[src/core/serial_port_pkg.sv]
/*
 * Shared constants and state types for the clocked serial port.
 * Assumes an AXI4-Lite register bus with byte lane 0 carrying all fields but the receive overrun flag at bit 12.
 */
package serial_port_pkg;

	// register byte offsets
	localparam int         ADDR_W       = 6;
	localparam logic [5:0] OFS_TX_BUF   = 6'h00;
	localparam logic [5:0] OFS_RX_BUF   = 6'h04;
	localparam logic [5:0] OFS_BAUD     = 6'h08;
	localparam logic [5:0] OFS_MODE     = 6'h0C;
	localparam logic [5:0] OFS_CTRL0    = 6'h10;
	localparam logic [5:0] OFS_CTRL1    = 6'h14;
	localparam logic [5:0] OFS_SPEC1    = 6'h18;
	localparam logic [5:0] OFS_SPEC2    = 6'h1C;
	localparam logic [5:0] OFS_SPEC3    = 6'h20;
	localparam logic [5:0] OFS_SPEC4    = 6'h24;
	localparam logic [5:0] OFS_SHARED   = 6'h28;
	localparam logic [5:0] OFS_IRQ_CTL  = 6'h2C;

	// serial_mode fields
	localparam int         MODE_CLK_SRC  = 3;
	localparam int         MODE_DATA_INV = 6;
	localparam logic [2:0] MODE_CLK_SYNC = 3'h1;

	// transfer_control_zero fields
	localparam int C0_HS_PIN   = 2;
	localparam int C0_TX_EMPTY = 3;
	localparam int C0_HS_OFF   = 4;
	localparam int C0_DRIVE    = 5;
	localparam int C0_EDGE     = 6;
	localparam int C0_ORDER    = 7;

	// transfer_control_one fields
	localparam int C1_TX_EN     = 0;
	localparam int C1_TX_EMPTY  = 1;
	localparam int C1_RX_EN     = 2;
	localparam int C1_RX_DONE   = 3;
	localparam int C1_IRQ_CAUSE = 4;
	localparam int C1_CONT_RX   = 5;
	localparam int C1_LOGIC_INV = 6;

	// tx_irq_control and rx_data_buffer fields
	localparam int IRQ_REQ     = 3;
	localparam int RX_OVERRUN  = 12;

	// reset values
	localparam logic [7:0] REG_RST  = 8'h00;
	localparam logic [7:0] CTRL0_RST = 8'h00;

	// prescaler terminal counts for divider_source_bits 0..3
	localparam logic [5:0] PRE_TOP_F1  = 6'h00;
	localparam logic [5:0] PRE_TOP_F8  = 6'h07;
	localparam logic [5:0] PRE_TOP_F32 = 6'h1F;
	localparam logic [5:0] PRE_TOP_F2  = 6'h01;

	// bus responses
	localparam logic [1:0] RESP_OKAY   = 2'h0;
	localparam logic [1:0] RESP_SLVERR = 2'h2;

	typedef enum logic [1:0] {
		ST_IDLE  = 2'b01,
		ST_SHIFT = 2'b10
	} xfer_state_t;

	typedef struct packed {
		logic [5:0] pre_cnt;
		logic [7:0] div_cnt;
		logic       tick;
	} baud_state_t;

	typedef struct packed {
		xfer_state_t     st;
		logic [7:0]      tx_buf;
		logic [7:0]      rx_buf;
		logic [7:0]      baud;
		logic [7:0]      mode;
		logic [7:0]      ctrl0;
		logic [7:0]      ctrl1;
		logic [3:0][7:0] spec;
		logic [7:0]      shared;
		logic [7:0]      irq_ctl;
		logic            tx_buf_empty;
		logic            tx_shift_empty;
		logic            rx_done;
		logic            rx_overrun;
		logic [7:0]      shift;
		logic [2:0]      bit_cnt;
		logic            sclk;
		logic            sclk_oe;
		logic            txd;
		logic            txd_oe;
		logic            rts_n;
		logic [2:0]      rxd_sync;
		logic            rxd_f;
		logic [2:0]      cts_sync;
		logic            cts_f;
		logic            aw_held;
		logic [5:0]      awaddr;
		logic            w_held;
		logic [7:0]      wdata;
		logic            wstrb0;
		logic            awready;
		logic            wready;
		logic            bvalid;
		logic [1:0]      bresp;
		logic            arready;
		logic            rvalid;
		logic [31:0]     rdata;
		logic [1:0]      rresp;
	} port_state_t;

endpackage

[src/core/baud_tick_gen.sv]
/*
 * Prescaler and eight-bit divider giving one tick per half transfer clock.
 * Assumes run is held high for the whole of a transfer.
 */
`timescale 1ns/1ps
`default_nettype none

module baud_tick_gen
	import serial_port_pkg::*;
(
	// clock and reset
	input  wire logic       clk,
	input  wire logic       rst,
	// control
	input  wire logic       run,
	input  wire logic [1:0] src,
	input  wire logic [7:0] div,
	// half-period tick
	output logic            half_tick
);

	baud_state_t q;
	baud_state_t n;

	// prescaled count source selection
	function automatic logic [5:0] pre_top(input logic [1:0] s);
		unique case (s)
			2'h0:    pre_top = PRE_TOP_F1;
			2'h1:    pre_top = PRE_TOP_F8;
			2'h2:    pre_top = PRE_TOP_F32;
			default: pre_top = PRE_TOP_F2;
		endcase
	endfunction

	// counters restart whenever the transfer is not running
	always_comb
	begin
		n = q;
		n.tick = 1'b0;
		if (!run)
		begin
			n.pre_cnt = 6'h00;
			n.div_cnt = div;
		end
		else if (q.pre_cnt == pre_top(src))
		begin
			n.pre_cnt = 6'h00;
			if (q.div_cnt == 8'h00)
			begin
				n.div_cnt = div;
				n.tick = 1'b1;
			end
			else
				n.div_cnt = q.div_cnt - 8'h01;
		end
		else
			n.pre_cnt = q.pre_cnt + 6'h01;
	end

	// state register
	always_ff @(posedge clk)
	begin
		if (rst)
			q <= '0;
		else
			q <= n;
	end

	assign half_tick = q.tick;

endmodule

`default_nettype wire

[src/core/clock_sync_serial_port.sv]
/*
 * Clocked serial port: register file on AXI4-Lite, eight-bit full-duplex
 * shifter driving a transfer clock out and sampling receive data back.
 * Assumes the far end changes data on falling and samples on rising edges.
 */
`timescale 1ns/1ps
`default_nettype none

// Behaviour
// - serial_mode_field value 001b selects clocked serial operation.
// - clock_source_select 0 makes the transfer clock internally from the divider.
// - divider_source_bits pick the prescaled clock feeding the divider.
// - eight-bit divider value sets the transfer speed.
// - edge select 0: send on falling edge, sample on rising edge.
// - bit_order_select 1 shifts most significant bit first both ways.
// - handshake_disable 1 turns handshake off; pin select then ignored.
// - output_drive_select 0 drives outputs push-pull, 1 open-drain; only the data pin follows it, the clock pin stays push-pull.
// - no transmission while tx_enable is 0, its reset value.
// - no reception while rx_enable is 0, its reset value.
// - read-only tx_buffer_empty shows the buffer can take a byte.
// - cause select 0 requests transmit interrupt when the buffer empties.
// - read-only tx_shift_empty shows the last bit has gone out.
// - read-only rx_done_flag shows a byte waits in the receive buffer.
// - received byte in low bits; overrun flag when unread byte is overwritten.
// - byte to send comes from the software-written transmit buffer.
// - data_invert 0 passes serial levels unchanged.
// - logic invert 0 keeps data unreversed; no error signal is driven.
// - continuous receive off by default; when on, reads start dummy transfers.
// - clock pin mode bits 0 drive the clock on one pin only.
// - level 000b: no interrupt; request bit polled, cleared by writing 0.
// - the four special mode registers reset to 00.
module clock_sync_serial_port
	import serial_port_pkg::*;
(
	// clock and reset
	input  wire logic              REF_CLK,
	input  wire logic              RST,
	// axi4-lite write address and data
	input  wire logic [ADDR_W-1:0] AWADDR,
	input  wire logic              AWVALID,
	output logic                   AWREADY,
	input  wire logic [31:0]       WDATA,
	input  wire logic [3:0]        WSTRB,
	input  wire logic              WVALID,
	output logic                   WREADY,
	// axi4-lite write response
	output logic [1:0]             BRESP,
	output logic                   BVALID,
	input  wire logic              BREADY,
	// axi4-lite read
	input  wire logic [ADDR_W-1:0] ARADDR,
	input  wire logic              ARVALID,
	output logic                   ARREADY,
	output logic [31:0]            RDATA,
	output logic [1:0]             RRESP,
	output logic                   RVALID,
	input  wire logic              RREADY,
	// serial link
	output logic                   SCLK_OUT,
	output logic                   SCLK_OE,
	output logic                   TXD_OUT,
	output logic                   TXD_OE,
	input  wire logic              RXD_IN,
	// handshake pins
	input  wire logic              CTS_N_IN,
	output logic                   RTS_N_OUT
);

	port_state_t q;
	port_state_t n;
	logic        half_tick;
	logic        sync_mode;
	logic        msb_first;
	logic        inv;
	logic        hs_on;
	logic        cts_ok;
	logic        can_start;
	logic        rx_bit;
	logic        wr_go;
	logic        tx_wr;
	logic        rd_go;
	logic [31:0] rd_word;
	logic [7:0]  c0_rd;
	logic [7:0]  c1_rd;

	// address decode shared by both bus directions
	function automatic logic mapped(input logic [5:0] a);
		mapped = (a[1:0] == 2'h0) && (a <= OFS_IRQ_CTL);
	endfunction

	// bit leaving the shifter for the chosen order
	function automatic logic out_bit(input logic [7:0] sh, input logic msb);
		out_bit = msb ? sh[7] : sh[0];
	endfunction

	// shifter after taking one received bit
	function automatic logic [7:0] shift_in(input logic [7:0] sh, input logic b,
		input logic msb);
		shift_in = msb ? {sh[6:0], b} : {b, sh[7:1]};
	endfunction

	baud_tick_gen u_baud (
		.clk       (REF_CLK),
		.rst       (RST),
		.run       (q.st == ST_SHIFT),
		.src       (q.ctrl0[1:0]),
		.div       (q.baud),
		.half_tick (half_tick)
	);

	// read views of control registers with live status bits
	always_comb
	begin
		c0_rd = q.ctrl0;
		c0_rd[C0_TX_EMPTY] = q.tx_shift_empty;
		c1_rd = q.ctrl1;
		c1_rd[C1_TX_EMPTY] = q.tx_buf_empty;
		c1_rd[C1_RX_DONE] = q.rx_done;
		unique case (ARADDR)
			OFS_RX_BUF:  rd_word = {19'h0, q.rx_overrun, 4'h0, q.rx_buf};
			OFS_BAUD:    rd_word = {24'h0, q.baud};
			OFS_MODE:    rd_word = {24'h0, q.mode};
			OFS_CTRL0:   rd_word = {24'h0, c0_rd};
			OFS_CTRL1:   rd_word = {24'h0, c1_rd};
			OFS_SPEC1:   rd_word = {24'h0, q.spec[0]};
			OFS_SPEC2:   rd_word = {24'h0, q.spec[1]};
			OFS_SPEC3:   rd_word = {24'h0, q.spec[2]};
			OFS_SPEC4:   rd_word = {24'h0, q.spec[3]};
			OFS_SHARED:  rd_word = {24'h0, q.shared};
			OFS_IRQ_CTL: rd_word = {24'h0, q.irq_ctl};
			default:     rd_word = 32'h0000_0000;
		endcase
	end

	// mode decode
	always_comb
	begin
		sync_mode = (q.mode[2:0] == MODE_CLK_SYNC) && !q.mode[MODE_CLK_SRC];
		msb_first = q.ctrl0[C0_ORDER];
		inv = q.mode[MODE_DATA_INV] ^ q.ctrl1[C1_LOGIC_INV];
		hs_on = !q.ctrl0[C0_HS_OFF];
		cts_ok = !hs_on || q.ctrl0[C0_HS_PIN] || !q.cts_f;
		can_start = sync_mode && q.ctrl1[C1_TX_EN] && !q.tx_buf_empty && cts_ok;
		rx_bit = q.rxd_f ^ inv;
		wr_go = q.aw_held && q.w_held && !q.bvalid;
		tx_wr = wr_go && q.wstrb0 && (q.awaddr == OFS_TX_BUF);
		rd_go = ARVALID && q.arready;
	end

	// next state: pins, bus, registers, then the shifter
	always_comb
	begin
		n = q;

		// three-stage pin synchronisers, change taken when the last two stages agree
		n.rxd_sync = {q.rxd_sync[1:0], RXD_IN};
		n.cts_sync = {q.cts_sync[1:0], CTS_N_IN};
		if (q.rxd_sync[1] == q.rxd_sync[2])
			n.rxd_f = q.rxd_sync[2];
		if (q.cts_sync[1] == q.cts_sync[2])
			n.cts_f = q.cts_sync[2];

		// read channel; reading the receive buffer clears the done flag
		if (rd_go)
		begin
			n.arready = 1'b0;
			n.rvalid = 1'b1;
			n.rdata = rd_word;
			n.rresp = mapped(ARADDR) ? RESP_OKAY : RESP_SLVERR;
			if (ARADDR == OFS_RX_BUF)
			begin
				n.rx_done = 1'b0;
				if (q.ctrl1[C1_CONT_RX] && q.ctrl1[C1_RX_EN])
					n.tx_buf_empty = 1'b0;
			end
		end
		if (q.rvalid && RREADY)
		begin
			n.rvalid = 1'b0;
			n.arready = 1'b1;
		end

		// write address and data accepted in either order
		if (AWVALID && q.awready)
		begin
			n.aw_held = 1'b1;
			n.awaddr = AWADDR;
		end
		if (WVALID && q.wready)
		begin
			n.w_held = 1'b1;
			n.wdata = WDATA[7:0];
			n.wstrb0 = WSTRB[0];
		end
		if (q.bvalid && BREADY)
			n.bvalid = 1'b0;
		if (wr_go)
		begin
			n.aw_held = 1'b0;
			n.w_held = 1'b0;
			n.bvalid = 1'b1;
			n.bresp = mapped(q.awaddr) ? RESP_OKAY : RESP_SLVERR;
		end
		// unmapped and read-only words change no register; the decoded response stands
		if (wr_go && q.wstrb0)
		begin
			unique case (q.awaddr)
				OFS_TX_BUF:
				begin
					n.tx_buf = q.wdata;
					n.tx_buf_empty = 1'b0;
				end
				OFS_BAUD:    n.baud = q.wdata;
				OFS_MODE:    n.mode = q.wdata;
				OFS_CTRL0:   n.ctrl0 = q.wdata;
				OFS_CTRL1:   n.ctrl1 = q.wdata;
				OFS_SPEC1:   n.spec[0] = q.wdata;
				OFS_SPEC2:   n.spec[1] = q.wdata;
				OFS_SPEC3:   n.spec[2] = q.wdata;
				OFS_SPEC4:   n.spec[3] = q.wdata;
				OFS_SHARED:  n.shared = q.wdata;
				OFS_IRQ_CTL:
				begin
					n.irq_ctl = q.wdata;
					n.irq_ctl[IRQ_REQ] = q.irq_ctl[IRQ_REQ] & q.wdata[IRQ_REQ];
				end
				default:     n.tx_buf = q.tx_buf;
			endcase
		end
		// ready again only once the previous write has been answered
		n.awready = !n.aw_held && !n.bvalid;
		n.wready = !n.w_held && !n.bvalid;

		// overrun stays until reception is switched off
		if (!q.ctrl1[C1_RX_EN])
			n.rx_overrun = 1'b0;

		// shifter; events set flags after any clear above
		unique case (q.st)
			ST_IDLE:
			begin
				n.sclk = 1'b1;
				if (can_start)
				begin
					n.st = ST_SHIFT;
					n.shift = q.tx_buf;
					n.bit_cnt = 3'h0;
					n.tx_shift_empty = 1'b0;
					if (!tx_wr)
						n.tx_buf_empty = 1'b1;
					if (!q.ctrl1[C1_IRQ_CAUSE])
						n.irq_ctl[IRQ_REQ] = 1'b1;
				end
			end
			ST_SHIFT:
			begin
				if (!sync_mode)
				begin
					n.st = ST_IDLE;
					n.sclk = 1'b1;
					n.tx_shift_empty = 1'b1;
				end
				else if (half_tick && q.sclk)
				begin
					n.sclk = 1'b0;
					n.txd = out_bit(q.shift, msb_first) ^ inv;
				end
				else if (half_tick)
				begin
					n.sclk = 1'b1;
					n.shift = shift_in(q.shift, rx_bit, msb_first);
					n.bit_cnt = q.bit_cnt + 3'h1;
					if (q.bit_cnt == 3'h7)
					begin
						n.st = ST_IDLE;
						n.tx_shift_empty = 1'b1;
						if (q.ctrl1[C1_IRQ_CAUSE])
							n.irq_ctl[IRQ_REQ] = 1'b1;
						if (q.ctrl1[C1_RX_EN])
						begin
							n.rx_overrun = n.rx_overrun | n.rx_done;
							n.rx_done = 1'b1;
							n.rx_buf = shift_in(q.shift, rx_bit, msb_first);
						end
					end
				end
			end
			default:
				n.st = ST_IDLE;
		endcase

		// pin drivers: push-pull or open-drain on the data pin
		n.sclk_oe = sync_mode;
		n.txd_oe = sync_mode && (!q.ctrl0[C0_DRIVE] || !n.txd);
		n.rts_n = !(hs_on && q.ctrl0[C0_HS_PIN] && q.ctrl1[C1_RX_EN] && !n.rx_done);
	end

	// state register with reset values
	always_ff @(posedge REF_CLK)
	begin
		if (RST)
		begin
			q <= '0;
			q.st <= ST_IDLE;
			q.ctrl0 <= CTRL0_RST;
			q.ctrl1 <= REG_RST;
			q.spec <= {4{REG_RST}};
			q.tx_buf_empty <= 1'b1;
			q.tx_shift_empty <= 1'b1;
			q.sclk <= 1'b1;
			q.txd <= 1'b1;
			q.rts_n <= 1'b1;
			q.rxd_sync <= 3'h7;
			q.rxd_f <= 1'b1;
			q.cts_sync <= 3'h7;
			q.cts_f <= 1'b1;
			q.awready <= 1'b1;
			q.wready <= 1'b1;
			q.arready <= 1'b1;
		end
		else
			q <= n;
	end

	// outputs straight from the state register
	assign AWREADY   = q.awready;
	assign WREADY    = q.wready;
	assign BRESP     = q.bresp;
	assign BVALID    = q.bvalid;
	assign ARREADY   = q.arready;
	assign RDATA     = q.rdata;
	assign RRESP     = q.rresp;
	assign RVALID    = q.rvalid;
	assign SCLK_OUT  = q.sclk;
	assign SCLK_OE   = q.sclk_oe;
	assign TXD_OUT   = q.txd;
	assign TXD_OE    = q.txd_oe;
	assign RTS_N_OUT = q.rts_n;

endmodule

`default_nettype wire

[config.mk]
export PLATFORM = sky130hd
export DESIGN_NAME = clock_sync_serial_port
export DESIGN_NICKNAME = d
export VERILOG_FILES = /design/src/core/serial_port_pkg.sv /design/src/core/baud_tick_gen.sv /design/src/core/clock_sync_serial_port.sv
export SDC_FILE = /design/constraint.sdc
export NUM_CORES = 1
export LEC_CHECK = 0
export ABC_CLOCK_PERIOD_IN_PS = 3700
export BUFFER_PORTS_ARGS = -buffer_cell sky130_fd_sc_hd__buf_2
export CAP_MARGIN = 20
export CELL_PAD_IN_SITES_DETAIL_PLACEMENT = 0
export CELL_PAD_IN_SITES_GLOBAL_PLACEMENT = 1
export CORE_MARGIN = 4
export CORE_UTILIZATION = 30
export CTS_CLUSTER_DIAMETER = 100
export DETAILED_ROUTE_END_ITERATION = 12
export PLACE_DENSITY_LB_ADDON = 0.2
export SETUP_SLACK_MARGIN = 0.15
export SYNTH_ARGS = -nofsm -noshare
export SYNTH_HDL_FRONTEND = slang
export SYNTH_HIERARCHICAL = 1
export SYNTH_SLANG_ARGS = --single-unit
[constraint.sdc]
create_clock -name REF_CLK -period 3.7 [get_ports REF_CLK]
set_input_delay 0.925 -clock REF_CLK [delete_from_list [all_inputs] [get_ports REF_CLK]]
set_output_delay 0.925 -clock REF_CLK [all_outputs]
set_load 0.05 [all_outputs]
# After elaboration in Yosys (flattened, before gate mapping)
# Cells that the tools add are included.
word_totals:
  regBits: 199
  in_bits: 57
  output_inout_bits: 46
  elab_cells: 218
op_classes:
  add_sub_neg: 3
  magnitude_cmp: 2
  eq_ne: 39
  muxes: 58
  n_bitwise: 8
  reduce_logical: 63
op_table:
  columns: ["op", "n"]
  rows:
  - ["one-hot mux 13 bit (11 select lines)", 1]
  - ["== test 6 x 5 -> 1 bit, second input constant", 8]
  - ["== test 6 bit, second input constant", 8]
  - ["two-way mux 1 bit", 27]
  - ["== test 6 x 4 -> 1 bit, second input constant", 4]
  - ["two-way mux 8 bit", 3]
  - ["one-hot mux 12 bit (2 select lines)", 1]
  - ["AND reduction 2 bit", 12]
  - ["logical AND 1 bit", 23]
  - ["two-way mux 2 bit", 10]
  - ["two-way mux 15 bit", 1]
  - ["one-hot mux 5 bit (3 select lines)", 1]
  - ["two-way mux 14 bit", 1]
  - ["two-way mux 13 bit", 1]
  - ["<= comparator 6 bit, second input constant", 2]
  - ["zero test 1 bit", 12]
  - ["two-way mux 11 bit", 1]
  - ["two-way mux 10 bit", 1]
  - ["inequality test 2 bit, second input constant", 5]
  - ["AND reduction 5 bit", 2]
  - ["two-way mux 9 bit", 1]
  - ["inequality test 3 bit, second input constant", 3]
  - ["zero test 8 bit", 1]
  - ["subtractor 8 x 1 -> 8 bit, second input constant", 1]
  - ["other kinds (29)", 43]

# Depth between registers and ports, before layout
logic_depth:
  depth_word: 13
  mapped_depth: 8
  ltp_nobuf: 7

# By module
# The synthesis kept the hierarchy.
by_module_without_submodules:
  columns: ["module", "n_inst", "cells_per_inst", "area_each_um2", "seq_area_each_um2"]
  rows:
  - ["clock_sync_serial_port", 1, 767, 6841.6, 3123.0]
  - ["baud_tick_gen", 1, 106, 929.6, 300.3]

# Worst setup path after synthesis
# No wires, ideal clock.
synth_timing:
  path_kind: "input port to flip-flop"
  start: "input port ARADDR[1]"
  end: "register q (netlist bit RDATA[4])"
  setup_ns: 0.095
  t_arrival_ns: 2.386
  required_time_ns: 3.605
  setup_slack_ns: 1.218
  path_stages: 5
  path_buffers: 0
  path_cell_list: "or4b_1 nor2_1 a2111oi_0 and3_1 a221oi_1"
synth_via:
  elab_chain_cells: 2
  elab_cells_between_ends: 12
  cone_classes: "eq/ne: 11; mux: 1"
synth_lines:
  columns: ["element", "line_no", "source"]
  rows:
  - ["start, declared", "clock_sync_serial_port.sv:51", "input wire logic [ADDR_W-1:0] ARADDR,"]
  - ["== test 6 bit (tied with other cells)", "clock_sync_serial_port.sv:119", "unique case (ARADDR)"]
  - ["one-hot mux 13 bit (11 select lines) (*)", "clock_sync_serial_port.sv:119", null]
  - ["end signal, assigned", "clock_sync_serial_port.sv:322", "q <= n;"]
  - ["end, declared", "clock_sync_serial_port.sv:69", "port_state_t q;"]
# Mark *: on every way between the ends. The rest lies on a longest branch, timed or not.
# A chain may end at the register's enable or synchronous reset.

# Worst setup path after layout
# Ends and elaborated chain as after synthesis.

==> reports/summary.md <==
For the number of max-cap violations, the log shows 0. For the wire length of the first global-routing pass, the log shows 36.1 mm. The logs give 485 for the initial DRC count and 0 for the final hold violation count. For this run, the slowest stage of the critical path takes 0.62 ns.

On the final layout, the worst hold slack is 0.413 ns. For the instance count after placement with tap cells included, the log shows 1216. The endpoint identified for the worst register-to-register timing path is c0_rd[3]. TritonCTS built the clock tree. The share of async-settable or async-resettable flops after synthesis came out at 0. The biggest area contributor in the post-synthesis netlist is sky130_fd_sc_hd__dfxtp_1. For this design the ratio of total power to cell area is 478 mW/mm².

The flow ran to the end, and the final reports show no timing, DRC or antenna violations. STA classifies the critical path startpoint as an input port. The total count of max-transition violations in the final report came out at 0.

The count of buffers added on input and output ports is 50. Data arrives at the worst endpoint at 2.95 ns. Among all flip-flop cells after synthesis, the most frequent one is sky130_fd_sc_hd__dfxtp_1. In the final routed layout, each cell accounts on average for 18.6 µm. For this run, design rule violations remaining after detail routing come to 0. Sequential element share of the synthesized area: 0.441. The starting density of the core came out at 0.307. The transition at the pin with the smallest max-transition slack was 0.827 ns.

The area overhead of the layout relative to synthesis works out to 14.4%. Of all nets on the critical path, the largest fanout is 6. Average cell area after synthesis: 8.90 µm². The clock arrives with 0.0117 ns of skew.

The gate count of the mapped netlist came out at 873. After clock tree synthesis, the flow added hold-fix buffers numbering 0. The fraction of layout instances using a drive strength above 1 was 0.144. Post-route clock period utilization: 0.707. The number of antenna violations at the first check in global routing came out at 0. The die extent in x was 169 µm; the maximum clock frequency was 382 MHz. For the final routed database, the setup TNS stands at 0 ns. Once detail routing completed, the nets flagged for antenna violations numbered 0. The classification of the worst setup path is in2reg.

In this run, post-CTS repair resized a total of 0 instances. The H-tree was split into 4 levels. In this run the critical register-to-register path is launched from q[151].

The logs give 0.793 for the placer's final routability congestion estimate and 0.351 for the utilization after layout. In this run the core area contains 58 standard-cell rows. Measured in cells, the most critical reg-to-reg path has a length of 5. Summed over all layers, the routed wires come to 23.2 mm. Setup violations remaining at the end of the flow were counted as 0. On the critical path, the stage with the largest delay is an instance of sky130_fd_sc_hd__or4b_1. Number of sinks driven by the clock tree: 171. The routed via count divided by cell count is 5.04, and the die area is 0.0285 mm². The clock tree root driver cell is sky130_fd_sc_hd__clkbuf_16. The number of stages on the worst setup path works out to 6. In this design, the largest share of critical-path delay is due to simple AND/OR/NAND/NOR gates.

Setup slack closes at 1.08 ns. The type of element capturing the critical path is a flip-flop. The worst path required time is 4.03 ns. The tools report the core footprint as 0.0253 mm². The final layout contains 972 nets.

The number of post-CTS setup repair buffers is 0, and the overall track demand over capacity in global routing is 0.164. The number of buffers inserted during clock tree synthesis is 17. Setup repair after global routing left no endpoint under its margin. In this run the worst setup path begins at ARADDR[1]. In this run, synthesis inferred 0 flip-flops with an integrated enable.

The synthesized netlist occupies a cell area of 0.00777 mm². The post-detailed-placement half-perimeter wirelength is 16.4 mm, and the register bit count reported by yosys is 171. The path class of the tightest hold or removal check is reg2reg. The run gives 1249 as the count of placed standard cells in the final layout, fillers left out. Pin placement for this block handled 103 I/O pins.

Clock-pin slew was measured on the worst setup and hold paths at 0.07 ns. The run gives 6296 as the via count. In the post-synthesis netlist, the biggest area contributors are sky130_fd_sc_hd__dfxtp_1, sky130_fd_sc_hd__mux2i_1, sky130_fd_sc_hd__nor2_1, sky130_fd_sc_hd__a21oi_1, sky130_fd_sc_hd__nand2_1. The number of distinct library cells after synthesis was 71. The number of antenna diodes in the final layout is 0.

Measured along the y axis, the die boundary spans 169 µm. The relative slew slack came out at 0.448. For flop-to-flop paths, the worst setup slack is 1.40 ns.

Yosys printed 6 warnings. The pre-antenna-repair detailed-routing pass consisted of 5 iterations. The overall overflow remaining after global route was 0. The top-area cell type share of the netlist area works out to 0.441.

The static leakage was 3.35 nW. The worst setup timing slack at the placement stage is 0.683 ns. The signal on the critical path passes through buf_2, or4b_1, nor2_1, a22oi_1, and3_1, a221oi_1. The buffers plus inverters on the worst setup path is 1, and the via count of the first global-routing pass is 6028. Final critical-path required period: 2.62 ns. The pin count of the biggest net entering global routing is 70, and the highest ir drop seen on vdd is 0.248 mV. In this run the worst setup path terminates at RDATA[4]. Filler cell count: 2652.

Clock latency on the worst-skew pair, taken at its later pin, is 0.43 ns. Maximum buffer depth of the clock tree: 2.
where the power goes:
part | internal, W | switching, W
logic | 0.000119 | 0.000276
clock network | 0.00114 | 0.000788
registers | 0.00188 | 0.0000552
layout by cell type, fill, tap and decap left out, types with 9 or more instances in the layout:
| cell | n |
|---|---|
| sky130_fd_sc_hd__a221oi_1 | 15 |
| sky130_fd_sc_hd__o21ai_0 | 29 |
| sky130_fd_sc_hd__buf_4 | 27 |
| sky130_fd_sc_hd__mux2i_1 | 78 |
| sky130_fd_sc_hd__and3_1 | 12 |
| sky130_fd_sc_hd__or2_2 | 9 |
| sky130_fd_sc_hd__buf_2 | 49 |
| sky130_fd_sc_hd__nand3_1 | 14 |
| sky130_fd_sc_hd__ha_1 | 9 |
| sky130_fd_sc_hd__nor2_1 | 125 |
| sky130_fd_sc_hd__dfxtp_1 | 171 |
| sky130_fd_sc_hd__a21oi_1 | 66 |
| sky130_fd_sc_hd__inv_1 | 12 |
| sky130_fd_sc_hd__nand2_1 | 81 |
| sky130_fd_sc_hd__conb_1 | 25 |
| sky130_fd_sc_hd__a22oi_1 | 23 |
| sky130_fd_sc_hd__clkbuf_16 | 17 |
kinds of logic (layout without fill, tap and decap cells):
logic type	after synthesis	in the layout	synth area share
mux	80	80	0.103
compound gates	196	196	0.171
fa+ha+maj	9	9	0.0145
flops	171	171	0.441
simple gates	306	306	0.189
other cells	1	25	0.000483
buf+inv	99	121	0.0670
xor+xnor	11	11	0.0143
cell usage after synthesis (all sizes together) (10+ instances only):
| cell type | number |
|---|---|
| and3 | 12 |
| nand2 | 83 |
| dfxtp | 171 |
| mux2i | 78 |
| o21ai | 30 |
| clkbuf | 44 |
| nor2 | 126 |
| nor3 | 10 |
| nand3 | 14 |
| a221oi | 15 |
| inv | 12 |
| buf | 43 |
| a22oi | 23 |
| a21oi | 66 |
final cells by class:
class                           count  area, µm²  area share
Multi-Input combinational cell    627       3930       0.442
Timing Repair Buffer               77        455      0.0512
Clock buffer                       19        433      0.0487
Sequential cell                   171       3420       0.385
Tap cell                          330        413      0.0464
Inverter                           12       45.0     0.00507
Clock inverter                     13        190      0.0214
sequential cells by signal (all words and copies together) (netlist names), 4 cells and up:
register  count
RDATA         9
q           115
c0_rd         8
u_baud/q     14
n             4
c1_rd         8
layer usage:
layer / part of all wire / routed length, µm / GRT usage / vias to the layer above
met5: 0 / 0 / 0 / -
met4: 0.016 / 380 / 0.0483 / 0
met3: 0.047 / 1080 / 0.0308 / 23
met2: 0.43 / 10100 / 0.243 / 135
met1: 0.50 / 11700 / 0.240 / 3016
li1: - / - / - / 3122
worst min path at each step:
stage | startpoint | end | cells after the start | slack (ns)
3_3_place_gp | n[60] | n[61] | 1 | 0.40
3_5_place_dp | n[60] | n[61] | 1 | 0.40
4_1_cts | n[64] | n[65] | 1 | 0.42
2_1_floorplan | n[60] | n[61] | 1 | 0.39
5_1_grt | n[64] | n[65] | 1 | 0.43
6_report | n[64] | n[65] | 1 | 0.41
stage by stage:
| stage | total power (W) | area (µm²) |
|---|---|---|
| 2_1_floorplan | 0.00227 | 7860 |
| 3_3_place_gp | 0.00237 | 8260 |
| 3_5_place_dp | 0.00237 | 8260 |
| 4_1_cts | 0.00431 | 8880 |
| 5_1_grt | 0.00441 | 8890 |
| 6_report | 0.00425 | 8890 |
worst reg2reg max path, cell delays in order, from the launching register on:
cell and delay (ns):
sky130_fd_sc_hd__dfxtp_1 0.35, sky130_fd_sc_hd__or4b_1 0.65, sky130_fd_sc_hd__o31ai_2 0.43, sky130_fd_sc_hd__a21boi_1 0.31
sky130_fd_sc_hd__o21ai_0 0.14, sky130_fd_sc_hd__a221o_1 0.31
(Power assumes the default switching activity.)
